File: src/rtl/ddrb_pkg.sv
// Purpose: Constants and types for the DDR2 bank command and state tracker
// Assumes: Commands come from logic on the same 50 MHz clock
// Notes: Register map, bank and power state codes, timing counts
//
// Summary of operation
// - Action depends on clock enable now, clock enable before, state and command.
// - Self refresh entry only with every bank idle.
// - Termination input never steers transitions; termination off in self refresh.
// - No refresh in power-down; controller limits power-down time.
// - Write beat stored when mask low, dropped when mask high.
// - Idle bank: activate, precharge, refresh, mode set legal; read, write rejected.
// - Active bank: read, write, precharge legal; activate, refresh, mode set illegal.
// - Burst runs out on no-op; only same-direction command interrupts, and only a burst without auto-precharge.
// - Precharging bank idles after precharge period; only precharge also legal.
// - Activating bank becomes active after delay; every other command illegal.
// - Command illegal for one bank may go to other banks.
// - Interrupt only at burst eight, by read or write, on four-beat boundary.
// - Power-down left on edge where clock enable high with no-op or deselect.

package ddrb_pkg;

   // ------------------------------------------------------------
   // Command and state codes
   // ------------------------------------------------------------
   typedef enum logic [2:0]
   {
      CMD_DESEL = 3'h0,
      CMD_NOP = 3'h1,
      CMD_ACT = 3'h2,
      CMD_PRE = 3'h3,
      CMD_READ = 3'h4,
      CMD_WRITE = 3'h5,
      CMD_MRS = 3'h6,
      CMD_REF = 3'h7
   } ddrb_cmd_t;

   typedef enum logic [2:0]
   {
      BK_IDLE = 3'h0,
      BK_ACTV = 3'h1,
      BK_ACTIVE = 3'h2,
      BK_READ = 3'h3,
      BK_WRITE = 3'h4,
      BK_READ_AP = 3'h5,
      BK_WRITE_AP = 3'h6,
      BK_PRE = 3'h7
   } ddrb_bank_t;

   typedef enum logic [1:0]
   {
      PW_NORMAL = 2'h0,
      PW_PDOWN = 2'h1,
      PW_SREF = 2'h2
   } ddrb_pwr_t;

   typedef struct packed
   {
      logic cke;
      logic cs_n;
      logic ras_n;
      logic cas_n;
      logic we_n;
      logic [2:0] ba;
      logic a10;
   } ddrb_pins_t;

   // ------------------------------------------------------------
   // Register map
   // ------------------------------------------------------------
   localparam logic [3:0] REG_CFG = 4'h0;
   localparam logic [3:0] REG_TIMING = 4'h1;
   localparam logic [3:0] REG_STATUS = 4'h2;
   localparam logic [3:0] REG_BANKS = 4'h3;
   localparam int CFG_BL8_BIT = 0;
   localparam int CFG_ODT_BIT = 1;
   localparam logic [1:0] CFG_RST = 2'h3;
   localparam int TIM_RCD_LSB = 0;
   localparam int TIM_RP_LSB = 4;
   localparam int TIM_MRD_LSB = 8;
   localparam int TIM_RFC_LSB = 12;
   localparam logic [19:0] TIM_RST = 20'h1a233;
   localparam int ST_ILL_BIT = 4;
   localparam int ST_CKE_BIT = 5;
   localparam int ST_XRD_BIT = 6;

   // ------------------------------------------------------------
   // Timing counts in clocks
   // ------------------------------------------------------------
   localparam logic [7:0] XSRD_CLKS = 8'hc8;
   localparam logic [7:0] XSNR_CLKS = 8'h8c;
   localparam logic [1:0] CKE_HOLD_CLKS = 2'h3;
   localparam logic [3:0] BURST_BL4 = 4'h2;
   localparam logic [3:0] BURST_BL8 = 4'h4;
   localparam logic [3:0] BURST_HALF = 4'h2;

endpackage

File: src/rtl/ddrb_core.sv
// Purpose: DDR2 per-bank command legality and power state tracking
// Assumes: Command pins sampled on clk_in from same-clock logic
// Notes: Illegal commands leave power state and refusing banks unchanged and pulse illegal_out; other banks still act on a precharge-all
//
// Strobed register access and the address map were left to the implementer.

`timescale 1ns/100ps
`default_nettype none

module ddrb_core #(
   parameter int NUM_BANKS = 8,
   parameter int DATA_W = 16,
   parameter int MASK_W = 2
) (
   input wire logic clk_in, // 50 MHz clock
   input wire logic reset_n_in, // Async reset, active low
   input wire ddrb_pkg::ddrb_pins_t pins_in, // Command pins at this edge
   input wire logic odt_in, // Termination control
   input wire logic beat_valid_in, // Write data beat present
   input wire logic [DATA_W-1:0] beat_data_in, // Write data beat
   input wire logic [MASK_W-1:0] beat_mask_in, // Write mask per byte
   input wire logic [3:0] addr_in, // Register address
   input wire logic [31:0] wdata_in, // Register write data
   input wire logic wr_in, // Register write strobe
   input wire logic rd_in, // Register read strobe
   output logic [31:0] rdata_out, // Register read data
   output logic [3*NUM_BANKS-1:0] bank_state_out, // Per bank state codes
   output logic [1:0] power_state_out, // Power state code
   output logic illegal_out, // Pulse on illegal command
   output logic odt_active_out, // Termination active
   output logic [DATA_W-1:0] wr_data_out, // Stored write beat
   output logic [MASK_W-1:0] wr_be_out // Byte enables of stored beat
);
   import ddrb_pkg::*;

   if (NUM_BANKS != 8 || DATA_W != 8 * MASK_W)
   begin : g_chk
      $error("ddrb_core: unsupported bank count or data width");
   end

   // ------------------------------------------------------------
   // Decode
   // ------------------------------------------------------------
   ddrb_cmd_t cmd;
   logic nop_like;
   logic bank_cmd;
   always_comb
   begin
      cmd = CMD_DESEL;
      if (!pins_in.cs_n)
      begin
         // Row, column and write-enable strobes taken as they stand on the pins
         case ({pins_in.ras_n, pins_in.cas_n, pins_in.we_n})
            3'h0: cmd = CMD_MRS;
            3'h1: cmd = CMD_REF;
            3'h2: cmd = CMD_PRE;
            3'h3: cmd = CMD_ACT;
            3'h4: cmd = CMD_WRITE;
            3'h5: cmd = CMD_READ;
            default: cmd = CMD_NOP;
         endcase
      end
      nop_like = (cmd == CMD_DESEL) || (cmd == CMD_NOP);
      bank_cmd = (cmd == CMD_ACT) || (cmd == CMD_PRE) || (cmd == CMD_READ)
         || (cmd == CMD_WRITE);
   end

   logic [1:0] cfg;
   logic [19:0] tim;
   logic st_ill;
   logic st_cke;
   ddrb_pwr_t pwr;
   logic cke_prev;
   logic [7:0] dev_cnt;
   logic [7:0] xsnr_cnt;
   logic [7:0] xsrd_cnt;
   logic [1:0] hold_cnt;
   ddrb_bank_t bk_st [NUM_BANKS];
   logic [3:0] bk_cnt [NUM_BANKS];
   logic [NUM_BANKS-1:0] hit;
   logic [NUM_BANKS-1:0] bk_ill;
   logic [NUM_BANKS-1:0] bk_idle;
   logic [NUM_BANKS-1:0] bk_busy;
   logic [NUM_BANKS-1:0] bk_wr;
   logic run_edge;
   logic dev_ok;
   logic [3:0] blen;
   always_comb
   begin
      run_edge = cke_prev && pins_in.cke && (pwr == PW_NORMAL);
      dev_ok = (dev_cnt == 8'h0) && (xsnr_cnt == 8'h0)
         && !((cmd == CMD_READ) && (xsrd_cnt != 8'h0));
      blen = cfg[CFG_BL8_BIT] ? BURST_BL8 : BURST_BL4;
   end

   // ------------------------------------------------------------
   // Per bank state and timer
   // ------------------------------------------------------------
   genvar gi;
   for (gi = 0; gi < NUM_BANKS; gi++)
   begin : g_bank
      ddrb_bank_t next_st;
      logic [3:0] next_cnt;
      logic same_dir;
      always_comb
      begin
         next_st = bk_st[gi];
         next_cnt = bk_cnt[gi];
         bk_ill[gi] = 1'b0;
         // Targeted only by its own address or a precharge-all
         hit[gi] = run_edge && dev_ok && bank_cmd && ((pins_in.ba == 3'(gi))
            || ((cmd == CMD_PRE) && pins_in.a10));
         same_dir = ((bk_st[gi] == BK_READ) && (cmd == CMD_READ))
            || ((bk_st[gi] == BK_WRITE) && (cmd == CMD_WRITE));
         if (bk_cnt[gi] != 4'h0)
            next_cnt = bk_cnt[gi] - 4'h1;
         unique case (bk_st[gi])
            BK_IDLE:
               if (hit[gi])
               begin
                  if (cmd == CMD_ACT)
                  begin
                     next_st = BK_ACTV;
                     next_cnt = tim[TIM_RCD_LSB+:4];
                  end
                  else if (cmd != CMD_PRE)
                     bk_ill[gi] = 1'b1;
               end
            BK_ACTV:
               if (hit[gi])
                  bk_ill[gi] = 1'b1;
               else if (bk_cnt[gi] <= 4'h1)
                  next_st = BK_ACTIVE;
            BK_ACTIVE:
               if (hit[gi])
               begin
                  if (cmd == CMD_READ || cmd == CMD_WRITE)
                  begin
                     next_cnt = blen;
                     if (cmd == CMD_READ)
                        next_st = pins_in.a10 ? BK_READ_AP : BK_READ;
                     else
                        next_st = pins_in.a10 ? BK_WRITE_AP : BK_WRITE;
                  end
                  else if (cmd == CMD_PRE)
                  begin
                     next_st = BK_PRE;
                     next_cnt = tim[TIM_RP_LSB+:4];
                  end
                  else
                     bk_ill[gi] = 1'b1;
               end
            BK_READ, BK_WRITE, BK_READ_AP, BK_WRITE_AP:
               if (hit[gi])
               begin
                  // Four-beat boundary is two cycles in, one above the half count
                  if (same_dir && cfg[CFG_BL8_BIT]
                     && (bk_cnt[gi] == BURST_BL8 - BURST_HALF + 4'h1))
                  begin
                     next_cnt = blen;
                     if (cmd == CMD_READ)
                        next_st = pins_in.a10 ? BK_READ_AP : BK_READ;
                     else
                        next_st = pins_in.a10 ? BK_WRITE_AP : BK_WRITE;
                  end
                  else
                     bk_ill[gi] = 1'b1;
               end
               else if (bk_cnt[gi] <= 4'h1)
               begin
                  if (bk_st[gi] == BK_READ || bk_st[gi] == BK_WRITE)
                     next_st = BK_ACTIVE;
                  else
                  begin
                     next_st = BK_PRE;
                     next_cnt = tim[TIM_RP_LSB+:4];
                  end
               end
            BK_PRE:
               if (hit[gi] && cmd != CMD_PRE)
                  bk_ill[gi] = 1'b1;
               else if (bk_cnt[gi] <= 4'h1)
                  next_st = BK_IDLE;
         endcase
         bk_idle[gi] = (bk_st[gi] == BK_IDLE);
         bk_busy[gi] = (bk_st[gi] != BK_IDLE) && (bk_st[gi] != BK_ACTIVE);
         bk_wr[gi] = (bk_st[gi] == BK_WRITE) || (bk_st[gi] == BK_WRITE_AP);
      end

      always_ff @(posedge clk_in or negedge reset_n_in)
      begin
         if (!reset_n_in)
         begin
            bk_st[gi] <= BK_IDLE;
            bk_cnt[gi] <= 4'h0;
         end
         else
         begin
            bk_st[gi] <= next_st;
            bk_cnt[gi] <= next_cnt;
         end
      end
   end

   // ------------------------------------------------------------
   // Device power state and exit waits
   // ------------------------------------------------------------
   ddrb_pwr_t next_pwr;
   logic [7:0] next_dev_cnt;
   logic [7:0] next_xsnr;
   logic [7:0] next_xsrd;
   logic [1:0] next_hold;
   logic dev_ill;
   logic cke_viol;
   logic all_idle;
   always_comb
   begin
      next_pwr = pwr;
      next_dev_cnt = (dev_cnt != 8'h0) ? dev_cnt - 8'h1 : dev_cnt;
      next_xsnr = (xsnr_cnt != 8'h0) ? xsnr_cnt - 8'h1 : xsnr_cnt;
      next_xsrd = (xsrd_cnt != 8'h0) ? xsrd_cnt - 8'h1 : xsrd_cnt;
      next_hold = (hold_cnt != 2'h0) ? hold_cnt - 2'h1 : hold_cnt;
      dev_ill = 1'b0;
      cke_viol = 1'b0;
      all_idle = &bk_idle;
      if (pins_in.cke != cke_prev)
      begin
         cke_viol = (hold_cnt != 2'h0);
         next_hold = CKE_HOLD_CLKS - 2'h1;
      end
      unique case (pwr)
         PW_NORMAL:
            if (cke_prev && !pins_in.cke)
            begin
               if (cmd == CMD_REF && all_idle && dev_cnt == 8'h0)
                  next_pwr = PW_SREF;
               else if (nop_like && !(|bk_busy) && dev_cnt == 8'h0)
                  next_pwr = PW_PDOWN;
               else
                  dev_ill = 1'b1;
            end
            else if (run_edge)
            begin
               if (!dev_ok && !nop_like)
                  dev_ill = 1'b1;
               else if (cmd == CMD_REF || cmd == CMD_MRS)
               begin
                  // Refresh happens only here, never in power-down
                  if (!all_idle)
                     dev_ill = 1'b1;
                  else if (cmd == CMD_REF)
                     next_dev_cnt = tim[TIM_RFC_LSB+:8];
                  else
                     next_dev_cnt = 8'(tim[TIM_MRD_LSB+:4]);
               end
            end
         PW_PDOWN:
            if (pins_in.cke)
            begin
               if (nop_like)
                  next_pwr = PW_NORMAL;
               else
                  dev_ill = 1'b1;
            end
         PW_SREF:
            if (pins_in.cke)
            begin
               if (nop_like)
               begin
                  next_pwr = PW_NORMAL;
                  next_xsnr = XSNR_CLKS;
                  next_xsrd = XSRD_CLKS;
               end
               else
                  dev_ill = 1'b1;
            end
         default:
            next_pwr = PW_NORMAL;
      endcase
   end

   always_ff @(posedge clk_in or negedge reset_n_in)
   begin
      if (!reset_n_in)
      begin
         pwr <= PW_NORMAL;
         cke_prev <= 1'b0;
         dev_cnt <= 8'h0;
         xsnr_cnt <= 8'h0;
         xsrd_cnt <= 8'h0;
         hold_cnt <= 2'h0;
      end
      else
      begin
         pwr <= next_pwr;
         cke_prev <= pins_in.cke;
         dev_cnt <= next_dev_cnt;
         xsnr_cnt <= next_xsnr;
         xsrd_cnt <= next_xsrd;
         hold_cnt <= next_hold;
      end
   end

   // ------------------------------------------------------------
   // Registers and outputs
   // ------------------------------------------------------------
   logic [1:0] next_cfg;
   logic [19:0] next_tim;
   logic next_st_ill;
   logic next_st_cke;
   logic [31:0] next_rdata;
   logic any_ill;
   logic [3*NUM_BANKS-1:0] bank_vec;
   always_comb
   begin
      any_ill = dev_ill || (|bk_ill);
      next_cfg = cfg;
      next_tim = tim;
      next_st_ill = st_ill;
      next_st_cke = st_cke;
      for (int i = 0; i < NUM_BANKS; i++)
         bank_vec[3*i+:3] = bk_st[i];
      if (wr_in && addr_in == REG_CFG)
         next_cfg = wdata_in[1:0];
      if (wr_in && addr_in == REG_TIMING)
         next_tim = wdata_in[19:0];
      // Write one clears; a new event in the same cycle wins
      if (wr_in && addr_in == REG_STATUS && wdata_in[ST_ILL_BIT])
         next_st_ill = 1'b0;
      if (wr_in && addr_in == REG_STATUS && wdata_in[ST_CKE_BIT])
         next_st_cke = 1'b0;
      if (any_ill)
         next_st_ill = 1'b1;
      if (cke_viol)
         next_st_cke = 1'b1;
      next_rdata = 32'h0;
      if (rd_in)
      begin
         unique case (addr_in)
            REG_CFG: next_rdata = {30'h0, cfg};
            REG_TIMING: next_rdata = {12'h0, tim};
            REG_STATUS: next_rdata = {25'h0, xsrd_cnt != 8'h0, st_cke, st_ill, 2'h0, pwr};
            REG_BANKS: next_rdata = 32'(bank_vec);
            default: next_rdata = 32'h0;
         endcase
      end
   end

   always_ff @(posedge clk_in or negedge reset_n_in)
   begin
      if (!reset_n_in)
      begin
         cfg <= CFG_RST;
         tim <= TIM_RST;
         st_ill <= 1'b0;
         st_cke <= 1'b0;
         rdata_out <= 32'h0;
         bank_state_out <= '0;
         power_state_out <= 2'h0;
         illegal_out <= 1'b0;
         odt_active_out <= 1'b0;
         wr_data_out <= '0;
         wr_be_out <= '0;
      end
      else
      begin
         cfg <= next_cfg;
         tim <= next_tim;
         st_ill <= next_st_ill;
         st_cke <= next_st_cke;
         rdata_out <= next_rdata;
         bank_state_out <= bank_vec;
         power_state_out <= pwr;
         illegal_out <= any_ill;
         odt_active_out <= odt_in && cfg[CFG_ODT_BIT] && (pwr != PW_SREF);
         wr_data_out <= beat_data_in;
         wr_be_out <= (beat_valid_in && (|bk_wr)) ? ~beat_mask_in : '0;
      end
   end
endmodule

`default_nettype wire

File: config.mk
export PLATFORM = sky130hd
export DESIGN_NAME = ddrb_core
export DESIGN_NICKNAME = d
export VERILOG_FILES = /design/src/rtl/ddrb_pkg.sv /design/src/rtl/ddrb_core.sv
export SDC_FILE = /design/constraint.sdc
export NUM_CORES = 1
export LEC_CHECK = 0
export CORE_MARGIN = 2
export CORE_UTILIZATION = 55
export CTS_CLUSTER_DIAMETER = 40
export CTS_CLUSTER_SIZE = 16
export DETAILED_ROUTE_END_ITERATION = 6
export DONT_BUFFER_PORTS = 1
export HOLD_SLACK_MARGIN = 0.12
export PLACE_DENSITY = 0.71
export SETUP_SLACK_MARGIN = 0.4
export SLEW_MARGIN = 15
export SYNTH_ARGS = -nofsm -noshare
export SYNTH_HDL_FRONTEND = slang
export SYNTH_SLANG_ARGS = --single-unit
export TNS_END_PERCENT = 10
File: constraint.sdc
create_clock -name clk_in -period 5.8 [get_ports clk_in]
set_clock_uncertainty 0.15 [all_clocks]
set_input_delay 0.29 -clock clk_in [delete_from_list [all_inputs] [get_ports clk_in]]
set_output_delay 0.29 -clock clk_in [all_outputs]
set_load 0.02 [all_outputs]
### Yosys cells after proc, flatten, opt, wreduce, memory -nomap -nowiden

Index checks and enable logic that the tools add are counted.

| word-level totals | value |
|---|---|
| output and inout port bits | 78 |
| flip-flop bits (word level) | 187 |
| input port bits | 69 |

| cells by class | value |
|---|---|
| muxes and demuxes | 287 |
| reduce and logical (&&, ||, !) cells | 182 |
| eq/ne operators | 183 |
| bitwise logic cells | 1 |
| $add $sub $neg | 12 |
| order comparisons | 8 |

Operators with widths:

| kind | number |
|---|---|
| $mux 4 | 80 |
| $mux 3 | 87 |
| $mux 8 | 16 |
| $eq 3x3->1 const B | 42 |
| $pmux 3 s5 | 8 |
| $ne 2x2->1 const B | 49 |
| $pmux 24 s4 | 1 |
| $pmux 4 s3 | 8 |
| $reduce_and 10->1 | 8 |
| $logic_and 1x1->1 | 78 |
| $ne 3x3->1 const B | 24 |
| $eq 3x2->1 const B | 22 |
| $mux 1 | 66 |
| $eq 4x2->1 const B | 10 |
| $pmux 1 s5 | 8 |
| $logic_or 1x1->1 | 39 |
| $eq 3x1->1 const B | 11 |
| $logic_not 3->1 | 11 |
| $le 4x1->1 const B | 8 |
| $reduce_bool 4->1 | 8 |
| $reduce_or 4->1 | 8 |
| $sub 4x1->4 const B | 8 |
| $ne 3x2->1 const B | 9 |
| $mux 24 | 1 |
| 24 further kinds | 63 |

### Logic depth before layout (Yosys ltp)

| depth | value |
|---|---|
| depth in word-level cells | 16 |
| depth in mapped cells | 13 |
| gate-level depth less buffers | 9 |

### Least setup slack after synthesis

No wires, ideal clock.

| timing path | value |
|---|---|
| path type | register to register |
| start | register xsrd_cnt[0] |
| end | register bk_cnt[2] (netlist name) |
| slack | 3.063 ns |
| data required time | 5.511 ns |
| path buffers | 1 |
| cell stages (with the launch flop) | 10 |
| arrival | 2.449 ns |
| period minus slack after synthesis | 2.737 ns |
| cells stage by stage | dfrtp_1 > inv_1 > ha_1 > or3b_2 > o21ai_4 > and4_1 > buf_6 > nand2_4 > o311a_1 > or4_1 |

| on the way | value |
|---|---|
| cells in the longest elaborated chain, start to end | 9 |
| elaborated cells between the ends (all ways) | 11 |
| those cells by class | 4 x mux; 7 x reduce/logical |

RTL lines:

| what | line | text |
|---|---|---|
| start, declared | ddrb_core.sv:76 | `logic [7:0] xsrd_cnt;` |
| start signal, assigned | ddrb_core.sv:299 | `xsrd_cnt <= next_xsrd;` |
| $reduce_bool 8->1 (*) | ddrb_core.sv:92 | `&& !((cmd == CMD_READ) && (xsrd_cnt != 8'h0));` |
| $logic_and 1x1->1 (*) | ddrb_core.sv:92 |  |
| $logic_not 1->1 (*) | ddrb_core.sv:92 |  |
| $logic_and 1x1->1 (*) | ddrb_core.sv:92 |  |
| $logic_and 1x1->1 (*) (3 in series) | ddrb_core.sv:111 | `hit[gi] = run_edge && dev_ok && bank_cmd && ((pins_in.ba == 3'(gi))` |
| $mux 4 (on tied branches) | ddrb_core.sv:154, ddrb_core.sv:119, ddrb_core.sv:135 |  |
| $pmux 4 s3 (*) | ddrb_core.sv:117 | `unique case (bk_st[gi])` |
| net g_bank[7].next_cnt[2] | ddrb_core.sv:103 | `logic [3:0] next_cnt;` |
| end signal, assigned by index | ddrb_core.sv:200 | `bk_cnt[gi] <= next_cnt;` |
| end, declared | ddrb_core.sv:79 | `logic [3:0] bk_cnt [NUM_BANKS];` |

Mark *: on every way through the listed nets, which the timed path passes. The rest lies on a longest branch.
A chain may end at the register's enable or synchronous reset.

### Worst setup path after layout

| timing path | value |
|---|---|
| start | register cfg[0] |
| end | register st_ill |

| on the way | value |
|---|---|
| cells in the longest elaborated chain, start to end | 8 |
| elaborated cells between the ends (all ways) | 44 |
| those cells by class | 25 x mux; 19 x reduce/logical |

RTL lines:

| what | line | text |
|---|---|---|
| start, declared | ddrb_core.sv:68 | `logic [1:0] cfg;` |
| start signal, assigned | ddrb_core.sv:367 | `cfg <= next_cfg;` |
| $logic_and 1x1->1 | ddrb_core.sv:157 | `if (same_dir && cfg[CFG_BL8_BIT]` |
| $logic_and 1x1->1 | ddrb_core.sv:158 | `&& (bk_cnt[gi] == BURST_BL8 - BURST_HALF + 4'h1))` |
| $mux 1 | ddrb_core.sv:157 |  |
| $mux 1 | ddrb_core.sv:154 | `if (hit[gi])` |
| $pmux 1 s5 | ddrb_core.sv:117 |  |
| $reduce_or 8->1 (*) | ddrb_core.sv:316 | `any_ill = dev_ill \|\| (\|bk_ill);` |
| $logic_or 1x1->1 (*) | ddrb_core.sv:316 |  |
| net any_ill | ddrb_core.sv:312 | `logic any_ill;` |
| $mux 1 or $reduce_bool 2->1 (tied branches) | n/a |  |
| end signal, assigned | ddrb_core.sv:369 | `st_ill <= next_st_ill;` |
| end, declared | ddrb_core.sv:70 | `logic st_ill;` |

Marked as above.

==> metrics.md <==
| Metric | Value |
|---|---|
| Initial antenna violation count | `0` |
| Vias in the first global route | `12910` |
| Cell-internal power | `about 2200 uW` |
| Crit Path Max Fanout | `5` |
| Critical path arrival | `4.22 ns` |
| Worst hold path type | `input port to flip-flop` |
| Final ANT Viol Nets | `0` |
| Total CTS buffers | `17` |
| Gate power share | `21.2%` |
| Max Cap Viol | `0` |
| Startpoint types | `flip-flop` |
| Drt drc | `2` |
| Top achievable clock speed | `0.2481 GHz` |
| Post-route cell area | `around 0.015 sq mm` |
| Synth Warn # | `0` |
| Die Y | `around 160 um` |
| Setup bufs post-CTS | `0` |
| Die area | `around 0.026 sq mm` |
| Via count | `13740` |
| Initial Util | `between 50% and 60%` |
| Root buf cell | `clkbuf_16` |
| First-pass GRT wire length | `73.18 mm` |
| Hold buffers post-CTS | `between 50 and 60` |
| Total track usage | `36.13%` |
| Post-cts sizing count | `0` |
| I/O pins | `147` |
| RD Place Congestion | `around 1.0` |
| Maximum root-to-sink buffer count | `2` |
| Share of cells above drive strength 1 | `8.948%` |
| Final worst-path cycle share | `69.50%` |
| Setup violators final | `0` |
| First-pass iteration count of the detailed router | `7` |
| Layout fillers | `between 2000 and 2500` |
| Worst slack, placed | `about 1.9 ns` |
| WP data required | `5.99 ns` |
| Via density | `6.942` |
| Initial DRC Count | `2044` |
| Crit Path Category | `flip-flop to flip-flop` |
| Layout area overhead | `8.970%` |
| #FFs+latches synth | `179` |
| Avg WL per Cell | `23.99 um` |
| Final hold vios | `0` |
| Mapped cell area | `0.01366 sq mm` |
| Reg clk slew, reported paths | `around 0.09 ns` |
| Clock group share of total power | `34.9%` |
| Average size of a mapped cell | `approximately 8.2 sq um` |
| Worst VDD drop | `0.0002075 V` |
| Remaining Overflow, GRT | `0` |
| Core Area | `0.02432 sq mm` |
| RSZ-0062 raised after global routing | `no` |
| Switch Pwr | `1251 uW` |
| Syn Inst Count | `1666` |
| Measured slew at the worst slew-check pin | `1.248 ns` |
| Number of H-tree levels | `4` |
| Placed cell area | `0.01369 sq mm` |
| Sequential-to-total area share from yosys stat | `32.89%` |
| Sink Count | `179` |
| Row Count | `57` |
| Worst rel slew slack | `16.49%` |
| Buffers added on ports | `0` |
| LEAKAGE | `approximately 0.0059 uW` |
| Number of synthesized flops with an enable pin | `0` |
| Worst skew pair latency | `0.45 ns` |
| Status | `finished with violations` |
| Fin nets | `approximately 1800` |
| Flop pwr share | `43.9%` |
| DP Wirelength | `31.31 mm` |
| Final WL | `47.49 mm` |
| CP endpoint kind | `flip-flop` |
| Sum Neg Setup Slack | `0 ns` |
| TritonCTS clock tree | `built` |
| Failing checks | `DRC` |
| Main synth FF type | `dfrtp_1` |
| Fraction of registers with async set or reset after synthesis | `100.0%` |
| Setup slack, reg-to-reg | `1.77 ns` |
| Die W | `approximately 160 um` |
| Most frequent cells in the layout | `nor2_1 (169), dfrtp_1 (169), o21ai_0 (136)` |
| Post-layout min period | `4.031 ns` |
| Yosys cell types | `101` |
| Net Sw Frac | `roughly 36%` |
| Fin. max-slew vios | `0` |
| Largest net degree at the start of global routing | `180` |
| Pwr/cell area | `233.1 mW/mm^2` |
| Post-route setup slack | `roughly 1.8 ns` |
==> through the flow <==
stage	utilization, %	instances	total power, uW	hold slack (ns)
floorplan	-	1673	1968	-0.1556
global placement	56.29	1890	2165	-0.1523
detailed placement	56.29	1890	2182	-0.1521
CTS	61.16	1978	3448	0.1332
global route	61.18	1978	3594	0.1626
finish	61.19	1979	3468	0.1427
==> routing by layer <==
metal  vias to the layer above  share of wire (%)  global-route usage [%]
met2                       914                 42                   53.15
met3                       203                 13                   10.68
met1                      6488                 39                   47.89
met5                         -               0.12                       0
met4                         2                5.9                   19.68
li1                       6131                  -                       -
==> layout make-up <==
cell class / instances / area (sq um) / share of cell area (%)
timing repair buffer: 77 / 735.7 / 4.944
inverter: 68 / 255.2 / 1.715
sequential: 179 / 4492 / 30.19
clock buffer: 18 / 429.2 / 2.884
clock inverter: 14 / 177.7 / 1.194
multi-input combinational: 1298 / 8383 / 56.34
antenna: 1 / 2.502 / 0.01682
tap: 324 / 405.4 / 2.724
==> cell usage after synthesis (all sizes together) (6+ instances only) <==
master	count	area, sq um
a22oi	46	345.3
nor3b	13	108.9
mux2i	26	260.3
dfrtp	169	4229
a21boi	6	45.04
nor2b	10	62.56
o31ai	31	237.7
o21a	7	52.55
nor3	54	291.5
inv	67	251.5
nor2	176	688.2
xor2	10	87.58
and2	15	93.84
o21ai	144	735.7
a21o	11	82.58
nor4b	8	91.33
nand2	135	524.3
buf	44	255.2
a21oi	104	531.8
o2bb2ai	6	52.55
or2	11	68.82
a32oi	8	70.07
ha	46	575.6
nor4	12	100.1
o221ai	8	70.07
and3	15	93.84
nand4	17	121.4
dfstp	10	262.8
a221oi	9	85.08
o311ai	13	121.4
o22ai	33	212.7
nand2b	16	100.1
xnor2	35	306.5
clkbuf	84	315.3
or3	14	87.58
nand3	45	225.2
a211oi	24	180.2
a31oi	19	118.9
or3b	7	61.31
o211ai	27	202.7
a22o	7	61.31
o32ai	7	61.31
o2111ai	11	96.34
mux2	31	349.1
o31a	7	61.31
==> registers in the layout, summed over array words and instances (netlist names), 2 cells and up <==
signal,cells
pwr,2
xsnr_cnt,8
xsrd_cnt,8
bank_vec,24
hold_cnt,2
wr_data_out,16
cfg,2
wr_be_out,2
rdata_out,24
bk_cnt,32
dev_cnt,8
power_state_out,2
tim,20
bank_state_out,24
==> logic make-up (layout without fill, tap and decap cells) <==
family | after synthesis | after routing | share of synthesized area (%)
xor gates and xnor gates | 45 | 45 | 2.886
muxes | 57 | 57 | 4.462
AOI/OAI and AO/OA | 576 | 576 | 28.38
buffers and inverters | 196 | 177 | 6.047
and+or+nand+nor | 565 | 565 | 21.02
DFF | 179 | 179 | 32.89
adders and majority gates | 47 | 47 | 4.288
other | 1 | 9 | 0.02746
==> power by group through the flow <==
stage | clock (uW) | sequential (uW) | combinational [uW]
final | 1210 | 1520 | 736
after global routing | 1270 | 1530 | 794
after CTS | 1220 | 1510 | 713
after detailed placement | 0 | 1530 | 647
after global placement | 0 | 1530 | 632
after floorplan | 0 | 1440 | 524
==> worst max-delay path: stages (launching register included) <==
cell	delay [ns]
dfstp_2	0.58
nor4bb_4	0.78
buf_4	0.28
o2111a_1	0.23
a2bb2oi_1	0.29
a2111oi_0	0.22
a2111oi_0	0.72
nand4_1	0.41
a21o_1	0.26
==> final timing paths <==
| kind | from | endpoint | cells after the start |
|---|---|---|---|
| setup reg to reg | cfg[0]$_DFFE_PN1P_ | st_ill$_DFFE_PN0P_ | 8 |
| setup / recovery | cfg[0]$_DFFE_PN1P_ | st_ill$_DFFE_PN0P_ | 8 |
| max in group asynchronous | reset_n_in | tim[7]$_DFFE_PN0P_ | 2 |
| min in group asynchronous | reset_n_in | bank_state_out[1]$_DFF_PN0_ | 2 |
| hold reg to reg | pwr[0]$_DFFE_PN0P_ | power_state_out[0]$_DFF_PN0_ | 0 |
| hold / removal | pins_in[7] | dev_cnt[3]$_DFF_PN0_ | 3 |
Power figures use the tool's default switching activity.
